## config.mk

```make
export PLATFORM = sky130hd
export DESIGN_NAME = embg_bus_ctrl
export DESIGN_NICKNAME = d
export VERILOG_FILES = /design/src/embg_pkg.sv /design/src/embg_req_sync.sv /design/src/embg_bus_ctrl.sv
export SDC_FILE = /design/constraint.sdc
export NUM_CORES = 1
export LEC_CHECK = 0
export ABC_CLOCK_PERIOD_IN_PS = 1500
export BUFFER_PORTS_ARGS = -buffer_cell sky130_fd_sc_hd__buf_2
export CORE_UTILIZATION = 34
export DETAILED_ROUTE_END_ITERATION = 10
export RECOVER_POWER = 100
export SLEW_MARGIN = 10
export SYNTH_ARGS = -nofsm -noshare
export SYNTH_HDL_FRONTEND = slang
export SYNTH_HIERARCHICAL = 1
export SYNTH_SLANG_ARGS = --single-unit
```

## constraint.sdc

```tcl
create_clock -name ref_clk -period 1.5 [get_ports ref_clk]
set_input_delay 0.075 -clock ref_clk [delete_from_list [all_inputs] [get_ports ref_clk]]
set_output_delay 0.075 -clock ref_clk [all_outputs]
set_load 0.05 [all_outputs]
```

## src/embg_pkg.sv

```systemverilog
// Shared constants and types of the external memory read and bus grant logic
package embg_pkg;

    // ------------------------------------------------------------------
    // Widths
    // ------------------------------------------------------------------
    localparam int ADDR_W = 14;
    localparam int DATA_W = 24;
    localparam int WAIT_W = 3;
    localparam int CNT_W  = 5;
    localparam int LOCK_W = 16;

    // ------------------------------------------------------------------
    // Timing
    // ------------------------------------------------------------------
    localparam int REF_PERIOD_PS    = 4000;
    // One output clock period spans four reference clocks (quarters)
    localparam int OUT_PERIOD_PS    = 16000;
    localparam int QUARTERS         = OUT_PERIOD_PS / REF_PERIOD_PS;
    localparam int LOCK_INPUT_CYC   = 2000;
    localparam int LOCK_REF_CYCLES  = LOCK_INPUT_CYC * QUARTERS;

    localparam logic [1:0] Q_RISE   = 2'h0;
    localparam logic [1:0] Q_SAMPLE = 2'h1;
    localparam logic [1:0] Q_STROBE = 2'h1;
    localparam logic [1:0] Q_LAST   = 2'h3;

    // Read strobe: half period plus one period per wait state
    localparam logic [CNT_W-1:0] STRB_BASE_Q = 5'h02;
    localparam logic [CNT_W-1:0] WAIT_Q      = 5'h04;

    // ------------------------------------------------------------------
    // Memory spaces
    // ------------------------------------------------------------------
    localparam logic [1:0] SP_PROG = 2'h0;
    localparam logic [1:0] SP_DATA = 2'h1;
    localparam logic [1:0] SP_BOOT = 2'h2;

    typedef enum logic [2:0] {
        ST_IDLE    = 3'b000,
        ST_SETUP   = 3'b001,
        ST_STRB    = 3'b010,
        ST_HOLD    = 3'b011,
        ST_FLOAT   = 3'b100,
        ST_GRANT   = 3'b101,
        ST_RECLAIM = 3'b110
    } embg_state_t;

    function automatic logic [CNT_W-1:0] strobe_quarters(
        input logic [WAIT_W-1:0] waits);
        strobe_quarters = STRB_BASE_Q
                        + CNT_W'(WAIT_Q * {2'h0, waits});
    endfunction

endpackage

```

## src/embg_req_sync.sv

```systemverilog
// Bus request synchroniser and cycle-phase recognition
`timescale 1ns/10ps
module embg_req_sync (
    input  wire logic ref_clk,
    input  wire logic rst,
    input  wire logic req_async_n,
    input  wire logic sample,
    output logic      recognised
);

    typedef struct packed {
        logic s1;
        logic s2;
        logic recog;
    } embg_sync_t;

    embg_sync_t s_r;
    embg_sync_t s_nxt;

    // [RULE_05] Two flops
    // Async request needs no outside synchroniser
    always_comb begin
        s_nxt    = s_r;
        s_nxt.s1 = ~req_async_n;
        s_nxt.s2 = s_r.s1;
        // [RULE_03] Phase sampling
        // Late request misses this sample, taken next cycle
        if (sample) begin
            s_nxt.recog = s_r.s2;
        end
    end

    always_ff @(posedge ref_clk) begin
        if (rst) begin
            s_r <= '0;
        end else begin
            s_r <= s_nxt;
        end
    end

    assign recognised = s_r.recog;

    // [RULE_03] Sample point check
    chk_recog_sample: assert property (@(posedge ref_clk) disable iff (rst)
        sample |=> (recognised == $past(s_r.s2)))
        else $error("request not recognised at sample point");

    // [RULE_05] Recognition holds between samples
    chk_recog_hold: assert property (@(posedge ref_clk) disable iff (rst)
        !sample |=> $stable(recognised))
        else $error("recognition changed outside sample point");

endmodule // embg_req_sync

```

## src/embg_bus_ctrl.sv

```systemverilog
// External memory read cycle, output clock and bus request/grant logic
// How it works
// [RULE_01] Reset held at least five input clock periods after power-up.
// [RULE_02] Clock multiplier locks within 2000 input cycles after reset.
// [RULE_03] Request meeting sample window is recognised this cycle, else next.
// [RULE_04] Grant goes low in the cycle after request recognition.
// [RULE_05] Asynchronous request accepted; device synchronises it internally.
// [RULE_06] Selects and strobes float just after output clock rising edge.
// [RULE_07] Selects and strobes float before grant goes low.
// [RULE_08] Selects and strobes driven again only after grant returns high.
// [RULE_09] Re-driven lines valid over a quarter period before next rise.
// [RULE_10] Read strobe falls in the second quarter after clock rise.
// [RULE_11] Address and select valid before read strobe falls.
// [RULE_12] Address and select held after read strobe rises.
// [RULE_13] Half period of strobe high before any strobe falls again.
// [RULE_14] Strobe lasts half period plus one period per wait state.
// [RULE_15] Memory returns valid data before the wait-extended deadline.
// [RULE_16] Grant kept while request stays; reclaimed after release is seen.
`timescale 1ns/10ps
module embg_bus_ctrl #(
    parameter int LOCK_REF_CYCLES = embg_pkg::LOCK_REF_CYCLES
) (
    input  wire logic                         ref_clk,
    input  wire logic                         rst,
    input  wire logic                         bus_request_n,
    input  wire logic                         rd_req,
    output logic                              rd_ready,
    input  wire logic [1:0]                   rd_space,
    input  wire logic [embg_pkg::ADDR_W-1:0]  rd_addr,
    input  wire logic [embg_pkg::WAIT_W-1:0]  rd_wait,
    input  wire logic [embg_pkg::DATA_W-1:0]  rd_data_in,
    output logic [embg_pkg::DATA_W-1:0]       rd_data,
    output logic                              rd_done,
    output logic [embg_pkg::ADDR_W-1:0]       addr_out,
    output logic                              prog_mem_select_n,
    output logic                              data_mem_select_n,
    output logic                              boot_mem_select_n,
    output logic                              read_strobe_n,
    output logic                              write_strobe_n,
    output logic                              strobe_oe_n,
    output logic                              bus_grant_n,
    output logic                              processor_clock_out,
    output logic                              pll_locked
);

    // ------------------------------------------------------------------
    // State
    // ------------------------------------------------------------------
    typedef struct packed {
        embg_pkg::embg_state_t             st;
        logic [1:0]                        q;
        logic [embg_pkg::LOCK_W-1:0]       lock_cnt;
        logic                              locked;
        logic [embg_pkg::CNT_W-1:0]        cnt;
        logic [embg_pkg::ADDR_W-1:0]       addr;
        logic [1:0]                        space;
        logic                              clk_out;
        logic                              rd_n;
        logic [2:0]                        sel_n;
        logic                              oe_n;
        logic                              grant_n;
        logic [embg_pkg::DATA_W-1:0]       data;
        logic                              done;
    } embg_ctrl_t;

    localparam logic [embg_pkg::LOCK_W-1:0] LOCK_LAST =
        embg_pkg::LOCK_W'(LOCK_REF_CYCLES - 1);

    embg_ctrl_t s_r;
    embg_ctrl_t s_nxt;
    logic       req_recog;
    logic       in_read;

    // ------------------------------------------------------------------
    // Request recognition
    // ------------------------------------------------------------------
    embg_req_sync u_req_sync (
        .ref_clk     (ref_clk),
        .rst         (rst),
        .req_async_n (bus_request_n),
        .sample      (s_r.locked && s_r.q == embg_pkg::Q_SAMPLE),
        .recognised  (req_recog)
    );

    // Reads start only on the last quarter so the address lands on a rise
    assign rd_ready = s_r.locked && s_r.st == embg_pkg::ST_IDLE
                   && s_r.q == embg_pkg::Q_LAST && !req_recog;

    // ------------------------------------------------------------------
    // Next state
    // ------------------------------------------------------------------
    always_comb begin
        s_nxt      = s_r;
        s_nxt.done = 1'b0;
        in_read    = 1'b0;
        // [RULE_02] Lock counter
        // No output clock and no bus cycles until lock
        if (!s_r.locked) begin
            s_nxt.q = embg_pkg::Q_RISE;
            if (s_r.lock_cnt == LOCK_LAST) begin
                s_nxt.locked = 1'b1;
            end else begin
                s_nxt.lock_cnt = s_r.lock_cnt + 1'b1;
            end
        end else begin
            s_nxt.q = s_r.q + 2'h1;
        end

        case (s_r.st)
            embg_pkg::ST_IDLE: begin
                // [RULE_13] Strobe gap
                // Start only at last quarter, so strobe high at least six quarters
                if (rd_req && rd_ready) begin
                    s_nxt.st    = embg_pkg::ST_SETUP;
                    s_nxt.addr  = rd_addr;
                    s_nxt.space = rd_space;
                    s_nxt.cnt   = embg_pkg::strobe_quarters(rd_wait);
                // [RULE_04] Grant next cycle
                // Float on the rise after recognition
                end else if (s_r.locked && s_r.q == embg_pkg::Q_LAST
                             && req_recog) begin
                    s_nxt.st = embg_pkg::ST_FLOAT;
                end
            end
            // [RULE_11] Address first
            // Address and select out one quarter before the strobe
            embg_pkg::ST_SETUP: begin
                s_nxt.st = embg_pkg::ST_STRB;
            end
            // [RULE_14] Strobe length
            // Data sampled in last low quarter; memory owns the deadline
            embg_pkg::ST_STRB: begin
                if (s_r.cnt == 5'h01) begin
                    s_nxt.st   = embg_pkg::ST_HOLD;
                    s_nxt.data = rd_data_in;
                    s_nxt.done = 1'b1;
                end else begin
                    s_nxt.cnt = s_r.cnt - 5'h01;
                end
            end
            // [RULE_12] Address hold
            embg_pkg::ST_HOLD: begin
                s_nxt.st = embg_pkg::ST_IDLE;
            end
            // [RULE_07] Float first
            embg_pkg::ST_FLOAT: begin
                s_nxt.st = embg_pkg::ST_GRANT;
            end
            // [RULE_16] Hold grant
            // Released only after a recognised deassertion
            embg_pkg::ST_GRANT: begin
                if (s_r.q == embg_pkg::Q_LAST && !req_recog) begin
                    s_nxt.st = embg_pkg::ST_RECLAIM;
                end
            end
            // [RULE_08] Grant high first
            // [RULE_09] Drive again at second quarter, well before rise
            embg_pkg::ST_RECLAIM: begin
                s_nxt.st = embg_pkg::ST_IDLE;
            end
            default: begin
                s_nxt.st = embg_pkg::ST_IDLE;
            end
        endcase

        // Pins follow the next state so every pin comes from a flop
        in_read = s_nxt.st == embg_pkg::ST_SETUP
               || s_nxt.st == embg_pkg::ST_STRB
               || s_nxt.st == embg_pkg::ST_HOLD;
        // [RULE_10] Strobe second quarter
        s_nxt.rd_n     = s_nxt.st != embg_pkg::ST_STRB;
        s_nxt.sel_n[0] = !(in_read && s_nxt.space == embg_pkg::SP_PROG);
        s_nxt.sel_n[1] = !(in_read && s_nxt.space == embg_pkg::SP_DATA);
        s_nxt.sel_n[2] = !(in_read && s_nxt.space == embg_pkg::SP_BOOT);
        // [RULE_06] Float after rise
        s_nxt.oe_n     = s_nxt.st == embg_pkg::ST_FLOAT
                      || s_nxt.st == embg_pkg::ST_GRANT
                      || s_nxt.st == embg_pkg::ST_RECLAIM;
        s_nxt.grant_n  = s_nxt.st != embg_pkg::ST_GRANT;
        s_nxt.clk_out  = s_nxt.locked && !s_nxt.q[1];
    end

    always_ff @(posedge ref_clk) begin
        if (rst) begin
            s_r         <= '0;
            s_r.st      <= embg_pkg::ST_IDLE;
            s_r.rd_n    <= 1'b1;
            s_r.sel_n   <= 3'h7;
            s_r.grant_n <= 1'b1;
        end else begin
            s_r <= s_nxt;
        end
    end

    // ------------------------------------------------------------------
    // Outputs
    // ------------------------------------------------------------------
    assign rd_data             = s_r.data;
    assign rd_done             = s_r.done;
    assign addr_out            = s_r.addr;
    assign prog_mem_select_n   = s_r.sel_n[0];
    assign data_mem_select_n   = s_r.sel_n[1];
    assign boot_mem_select_n   = s_r.sel_n[2];
    assign read_strobe_n       = s_r.rd_n;
    // Write cycles live elsewhere; strobe parked high, floats with the rest
    assign write_strobe_n      = 1'b1;
    assign strobe_oe_n         = s_r.oe_n;
    assign bus_grant_n         = s_r.grant_n;
    assign processor_clock_out = s_r.clk_out;
    assign pll_locked          = s_r.locked;

    // ------------------------------------------------------------------
    // Checks
    // ------------------------------------------------------------------
    logic [embg_pkg::CNT_W-1:0] low_len_r;
    logic [embg_pkg::CNT_W-1:0] exp_len_r;

    always_ff @(posedge ref_clk) begin
        if (rst) begin
            low_len_r <= '0;
            exp_len_r <= '0;
        end else begin
            low_len_r <= read_strobe_n ? 5'h00 : low_len_r + 5'h01;
            if (rd_req && rd_ready) begin
                exp_len_r <= embg_pkg::strobe_quarters(rd_wait);
            end
        end
    end

    chk_lock_clock: assert property (@(posedge ref_clk) disable iff (rst)
        !pll_locked |-> !processor_clock_out && read_strobe_n) // [RULE_02]
        else $error("activity before lock");
    chk_grant_late: assert property (@(posedge ref_clk) disable iff (rst)
        $rose(req_recog) |-> bus_grant_n [*3]) // [RULE_04]
        else $error("grant in recognition cycle");
    chk_float_rise: assert property (@(posedge ref_clk) disable iff (rst)
        $rose(strobe_oe_n) |-> processor_clock_out
                               && s_r.q == embg_pkg::Q_RISE) // [RULE_06]
        else $error("float not just after clock rise");
    chk_float_grant: assert property (@(posedge ref_clk) disable iff (rst)
        $fell(bus_grant_n) |-> strobe_oe_n && $past(strobe_oe_n)) // [RULE_07]
        else $error("grant before lines floated");
    chk_redrive_order: assert property (@(posedge ref_clk) disable iff (rst)
        $fell(strobe_oe_n) |-> bus_grant_n && $past(bus_grant_n)) // [RULE_08]
        else $error("lines driven while granted");
    chk_redrive_early: assert property (@(posedge ref_clk) disable iff (rst)
        $fell(strobe_oe_n) |-> s_r.q == embg_pkg::Q_STROBE) // [RULE_09]
        else $error("redrive too close to clock rise");
    chk_strobe_phase: assert property (@(posedge ref_clk) disable iff (rst)
        $fell(read_strobe_n) |-> processor_clock_out
                                 && s_r.q == embg_pkg::Q_STROBE) // [RULE_10]
        else $error("read strobe outside second quarter");
    chk_addr_setup: assert property (@(posedge ref_clk) disable iff (rst)
        $fell(read_strobe_n) |-> $stable(addr_out)
                                 && $stable(s_r.sel_n)
                                 && s_r.sel_n != 3'h7) // [RULE_11]
        else $error("address not set up before strobe");
    chk_addr_hold: assert property (@(posedge ref_clk) disable iff (rst)
        $rose(read_strobe_n) |-> s_r.sel_n != 3'h7
                                 ##1 $stable(addr_out)) // [RULE_12]
        else $error("address not held after strobe");
    chk_strobe_gap: assert property (@(posedge ref_clk) disable iff (rst)
        $rose(read_strobe_n) |-> read_strobe_n [*2]) // [RULE_13]
        else $error("strobe gap too short");
    chk_strobe_len: assert property (@(posedge ref_clk) disable iff (rst)
        $rose(read_strobe_n) |-> low_len_r == exp_len_r) // [RULE_14]
        else $error("read strobe length wrong");
    chk_grant_hold: assert property (@(posedge ref_clk) disable iff (rst)
        (!bus_grant_n && req_recog) |=> !bus_grant_n) // [RULE_16]
        else $error("grant dropped while request held");

    cov_wait_read: cover property (@(posedge ref_clk) disable iff (rst)
        $rose(read_strobe_n) && low_len_r > embg_pkg::STRB_BASE_Q);
    cov_grant: cover property (@(posedge ref_clk) disable iff (rst)
        $fell(bus_grant_n));
    cov_reclaim: cover property (@(posedge ref_clk) disable iff (rst)
        $fell(strobe_oe_n));

endmodule // embg_bus_ctrl

```

==> results of run 1 <==
[final timing paths]
kind / to / cells past startpoint
worst max-delay path: s_r[55] / 4
worst min register to register: rd_data[6] / 2
worst max register to register: s_r[55] / 4
worst min-delay path: s_r[33] / 3
[routing by layer]
layer / up-vias / share of wire
li1: 1613 / -
met1: 1533 / 0.43
met2: 103 / 0.50
met3: 20 / 0.053
met4: 0 / 0.022
met5: - / 0
[power by group through the flow]
stage	registers, mW	logic (mW)	clock network [mW]
finish	2.08	0.253	1.48
global route	2.09	0.276	1.63
CTS	2.08	0.236	1.54
detailed placement	2.13	0.155	0
global placement	2.13	0.154	0
floorplan	2.13	0.0562	0
[stage by stage]
stage / instances / hold slack, ns / setup TNS, ns
finish: 688 / 0.0324 / -0.574
global route: 688 / 0.0322 / -2.69
CTS: 680 / 0.000956 / -1.32
detailed placement: 621 / 0.239 / -0.793
global placement: 621 / 0.239 / -0.403
floorplan: 409 / 0.142 / -0.331
[synth_stat cells (all sizes together), types with 2 or more instances]
library cell  count
a211oi            4
a21oi            48
a31o              2
and2              4
and3              2
and4b             2
buf              46
clkbuf           11
dfxtp            78
ha                5
inv               7
mux2i             4
nand2            92
nand2b            2
nand3             8
nand4             2
nand4b            3
nor2             30
nor2b             2
nor3             10
nor3b             5
nor4              5
o21ai             8
or3               5
xnor2             9
[worst max-delay path, stage by stage (launching register included)]
cell	delay, ns
dfxtp_2	0.32
or4b_4	0.57
o41a_4	0.41
mux2i_1	0.16
nor2_1	0.05
[kinds of logic (layout without fill, tap and decap cells)]
kind of cell,after synthesis,count (layout),share of synthesized area
buffers and inverters,64,210,0.119
DFF,78,78,0.454
and+or+nand+nor,179,179,0.256
adders and majority gates,5,5,0.0182
other,1,1,0.00109
muxes,4,4,0.0116
AOI/OAI and AO/OA,68,68,0.115
xor gates and xnor gates,10,10,0.0255
[layout make-up]
type | instances | area, µm² | area share
multi-input cells | 267 | 1800 | 0.344
flip-flops and latches | 78 | 1580 | 0.302
repair buffers | 188 | 1480 | 0.283
well taps | 133 | 166 | 0.0318
clock buffers | 11 | 131 | 0.0251
clock inverters | 4 | 48.8 | 0.00932
inverters | 7 | 26.3 | 0.00502
[what timing repair did]
action / in CTS / in global routing
setup buffers: 3 / 3
gates cloned: 1 / 5
resized for setup: 20 / 77
endpoints found under the setup margin: 41 / 63
endpoints found under the hold margin: 40 / 0
hold buffers: 40 / 0
pin swaps: 1 / 38
==> impl_metrics.toml, run 1 <==
[pwr]
clkPwrFrac = 0.388
internal-power_mw = 2.99
leakagePower_nw = 2.11
cellPowerDensity_nw_per_um2 = 730
p_sw_mw = 0.837
peakVddDrop_v = 0.000384
p_sw_frac = 0.219
pwr-share-comb = 0.066
seq_power_share = 0.545
p_total_mw = 3.82

[placed_design]
dp_hpwl_um = 5460
placedInstanceArea_um2 = 4090
gp_congestion = 0.809
io_buffers = 94
dp_slack_ns = -0.120

[setup_path]
startpoint_type = "register"
startpoint = "s_r[67]"
path_max_fanout = 5
reg2reg_from = "s_r[67]"
arrival_ns = 1.86
end_kind = "register"
worstPathRequired_ns = 1.74
critPathKind = "reg -> reg"
reg2reg_slack_ns = -0.11

[layout]
fillers = 855
mostFrequentLayoutCell = "buf_2"
utilization = 0.536
layout_common_cells = "buf_2 (93), nand2_1 (75), dfxtp_1 (63)"
largest_reg_flops = 28
largest-register = "s_r"
final_layout_size_suffix_gt1_frac = 0.441
num-nets-final = 603
fin_area_um2 = 5240
syn_to_final_growth_pct = 52.2
diodes = 0

[synth]
synth_nets = 461
ys_warn_count = 6
synth_seq_cells = 78
syn_inst = 409
synth_edf_count = 0
netlist_area_um2 = 3440
synth-seq-area-share = 0.454
yosys_most_used_dff = "dfxtp_1"
synth_area_leaders = "dfxtp_1 (45%), nand2_1 (10%), buf_4 (9.2%)"
yosys.area.top_type = "dfxtp_1"
async_reset_ff_frac = 0
syn-mean-instance-area_um2 = 8.41
synth.top_cell.area_share = 0.454
synth.distinct_cells = 47

[clock_network]
cts_sinks = 78
cts_tree = "yes"
h-tree-depth = 3
cts_buffers = 9
clkTransAtPathRegs_ns = 0.08
clockBufferDepth = 2
insertion_delay_ns = 0.34
clockRootBuffer = "clkbuf_8"

[sta]
period_share = 1.08
min_period_ns = 1.61
drv_slew = 0
layout_setup_ws_ns = -0.114
setup_viol = 14
rsz0062_at_grt = "yes"
fmax_ghz = 0.619
final_hold_viol_count = 0
skew_ns = 0.0144

[global_route]
grt_pass1_vias = 2915
grt_util_met1 = 0.167
use_met2 = 0.269
grt.busiest_layer = "met2"
grt_max_degree = 26
gr-total-overflow = 0
grt_pass1_wl_um = 12600
gr-usage-met3 = 0.0420
grt_antenna_before_repair = 0
grtUsageTotal = 0.155

[routing]
wl_per_cell_um = 13.9
drt-total-wl_um = 9570
ant_nets = 0
via_per_inst = 4.75
drt_iter0_markers = 70
drcViolationCount = 0
first_pass_iters = 4
via_count = 3269

[floorplanning]
start_util = 0.352
die_h_um = 103
num_rows = 36
core_area_um2 = 9770
die_area_um2 = 10500
die_x_um = 103
ios = 96

[outcome]
status = "finished, violations left"
violations = "negative setup slack"

[min_path]
hold_start = "rd_space[1]"
hp-class = "in -> reg"

[flow_run]
cap_viol_max_count = 0
(Power assumes the default switching activity.)
==> run 2: changes to the inputs <==
--- a/config.mk
+++ b/config.mk
@@ -5,6 +5,7 @@
 export SDC_FILE = /design/constraint.sdc
 export NUM_CORES = 1
 export LEC_CHECK = 0
+export ABC_AREA = 1
 export ABC_CLOCK_PERIOD_IN_PS = 1500
 export BUFFER_PORTS_ARGS = -buffer_cell sky130_fd_sc_hd__buf_2
 export CORE_UTILIZATION = 34
==> run 2 against run 1 <==
Largest cell class unchanged. Sequential share of layout area increased by 2.6 points. Critical path depth unchanged. Highest routed layer unchanged. Synthesized cell count increased by 25%. The flow now finishes without violations. First-iteration DRC count increased to 2.7 times the previous value. Wire length decreased by 9.4%.
==> impl_metrics.toml, run 2 <==
[outcome]
status = "finished, final reports clean"

[routing]
drcViolationCount = 0
via_per_inst = 4.45
wl_per_cell_um = 11.2
drt_iter0_markers = 186
drt-total-wl_um = 8660
via_count = 3435
ant_nets = 0
first_pass_iters = 4

[setup_path]
reg2reg_from = "s_r[74]"
startpoint_type = "register"
end_kind = "primary output"
reg2reg_slack_ns = 0.10
reg2reg_depth = 8
worstPathRequired_ns = 1.42
crit_buf_inv = 1
slowest_delay_ns = 0.37
arrival_ns = 1.33
critPathSlowestCell = "dfxtp_2"
path_max_fanout = 3
cp_top_family = "flip-flops"
cp_cell_sequence = "ha_4, nand3_2, nor2_4, buf_2"
critPathKind = "reg -> out"
r2r_end = "rd_data[23]"

[synth]
syn_inst = 513
syn-mean-instance-area_um2 = 7.14
netlist_area_um2 = 3660
synth.distinct_cells = 31
synth_nets = 565
synth-seq-area-share = 0.427
synth_seq_cells = 78
synth_edf_count = 0
async_reset_ff_frac = 0
synth_area_leaders = "dfxtp_1 (43%), nor2_1 (13%), nand2_1 (9.2%)"
synth.top_cell.area_share = 0.427
yosys_most_used_dff = "dfxtp_1"
yosys.area.top_type = "dfxtp_1"
yosys-top-cells-count = "nor2_1 (122), nand2_1 (90), dfxtp_1 (78)"
ys_warn_count = 6
synth.most_common_cell = "nor2_1"

[floorplanning]
ios = 96
num_rows = 37
die_x_um = 106
core_area_um2 = 10400
start_util = 0.353
die_area_um2 = 11200
die_h_um = 106

[placed_design]
placedInstanceArea_um2 = 4160
io_buffers = 94
gp_congestion = 0.848
dp_slack_ns = -0.0535
dp_hpwl_um = 5850

[clock_network]
insertion_delay_ns = 0.35
clockRootBuffer = "clkbuf_8"
cts_tree = "yes"
clockBufferDepth = 2
cts_buffers = 9
clkTransAtPathRegs_ns = 0.09
cts_sinks = 78
h-tree-depth = 3

[sta]
tightest_slew_ns = 0.643
min_period_ns = 1.41
slew-limit-headroom = 0.573
whs_ns = 0.0263
period_share = 0.937
fmax_ghz = 0.711
final_hold_viol_count = 0
layout_setup_ws_ns = 0.0940
skew_ns = 0.0142
drv_slew = 0
setup_viol = 0

[min_path]
hold-path-cell-count = 3
hold_start = "rd_space[0]"
hold-path-endpoint = "s_r[32]"
hp-class = "in -> reg"

[global_route]
grt_max_degree = 28
grt_antenna_before_repair = 0
gr-total-overflow = 0
grt_pass1_wl_um = 14200
grt_pass1_vias = 3223
grtUsageTotal = 0.156

[layout]
diodes = 0
multi_input_area_um2 = 1630
largest_reg_flops = 28
final_layout_size_suffix_gt1_frac = 0.198
syn_to_final_growth_pct = 31.0
regArea_um2 = 1580
layout_common_cells = "nor2_1 (120), nand2_1 (89), dfxtp_1 (69)"
fillers = 1057
largest-register = "s_r"
fin_area_um2 = 4800
num-nets-final = 683
mostFrequentLayoutCell = "nor2_1"

[pwr]
p_sw_frac = 0.223
p_total_mw = 3.98
pwr-share-comb = 0.059
p_sw_mw = 0.889
seq_power_share = 0.524
internal-power_mw = 3.09
cellPowerDensity_nw_per_um2 = 830
peakVddDrop_v = 0.000370
clkPwrFrac = 0.418
leakagePower_nw = 2.11

[flow_run]
cap_viol_max_count = 0
## run 2: how the worst max path moves through the flow
stage                     depth (start not counted)  startpoint                  end
after floorplan                                   9     s_r[72]    boot_mem_select_n
after global routing                             10     s_r[54]              s_r[56]
final                                             4     s_r[70]             rd_ready
after CTS                                         8     s_r[55]              s_r[65]
after global placement                            6     s_r[54]  processor_clock_out
after detailed placement                          6     s_r[54]  processor_clock_out
## run 2: timing repair
action                                  4_1_cts  5_1_grt
buffers inserted                              0        2
pin swaps                                     0        3
endpoints found under the setup margin       14       28
resized for setup                             2       19
gates cloned                                  0        1
hold buffers                                 39        0
endpoints found under the hold margin        39        0
## run 2: cell type report
type	instances	area share
tap	136	0.0355
multi-input combinational	335	0.340
inverter	45	0.0357
clock buffer	12	0.0326
timing repair buffer	162	0.217
sequential	78	0.328
clock inverter	4	0.0112
## run 2: routing by layer
layer  global-route usage  wire (µm)
met1                0.191       4080
met2                0.271       4170
met3               0.0297        274
met4               0.0585        137
met5                    0          0
## run 2: tightest hold or removal path, delay by kind of cell
family                 cells  cell delay, ns
buffers and inverters      1            0.10
AND/OR/NAND/NOR            1            0.10
AO/OA/AOI/OAI              1            0.06
## run 2: cell families after synthesis
| kind of cell | after synthesis | synth area share |
|---|---|---|
| AND/OR/NAND/NOR | 259 | 0.300 |
| buffers and inverters | 101 | 0.150 |
| flip-flops | 78 | 0.427 |
| AO/OA/AOI/OAI | 62 | 0.0882 |
| XOR/XNOR | 7 | 0.0167 |
| adder cells (fa/ha/maj) | 5 | 0.0171 |
| other | 1 | 0.00102 |
## run 2: power groups by stage
stage	sequential, mW	clock [mW]	combinational [mW]
floorplan	2.13	0	0.0634
global placement	2.13	0	0.151
detailed placement	2.13	0	0.152
CTS	2.08	1.72	0.232
global route	2.09	1.80	0.258
finish	2.08	1.66	0.233
## run 2: through the flow
step	TNS (ns)	instances	utilization
CTS	0	769	0.461
detailed placement	-0.225	714	0.401
global placement	0	714	0.401
global route	-0.0176	772	0.463
finish	0	772	0.463
floorplan	-0.215	513	-
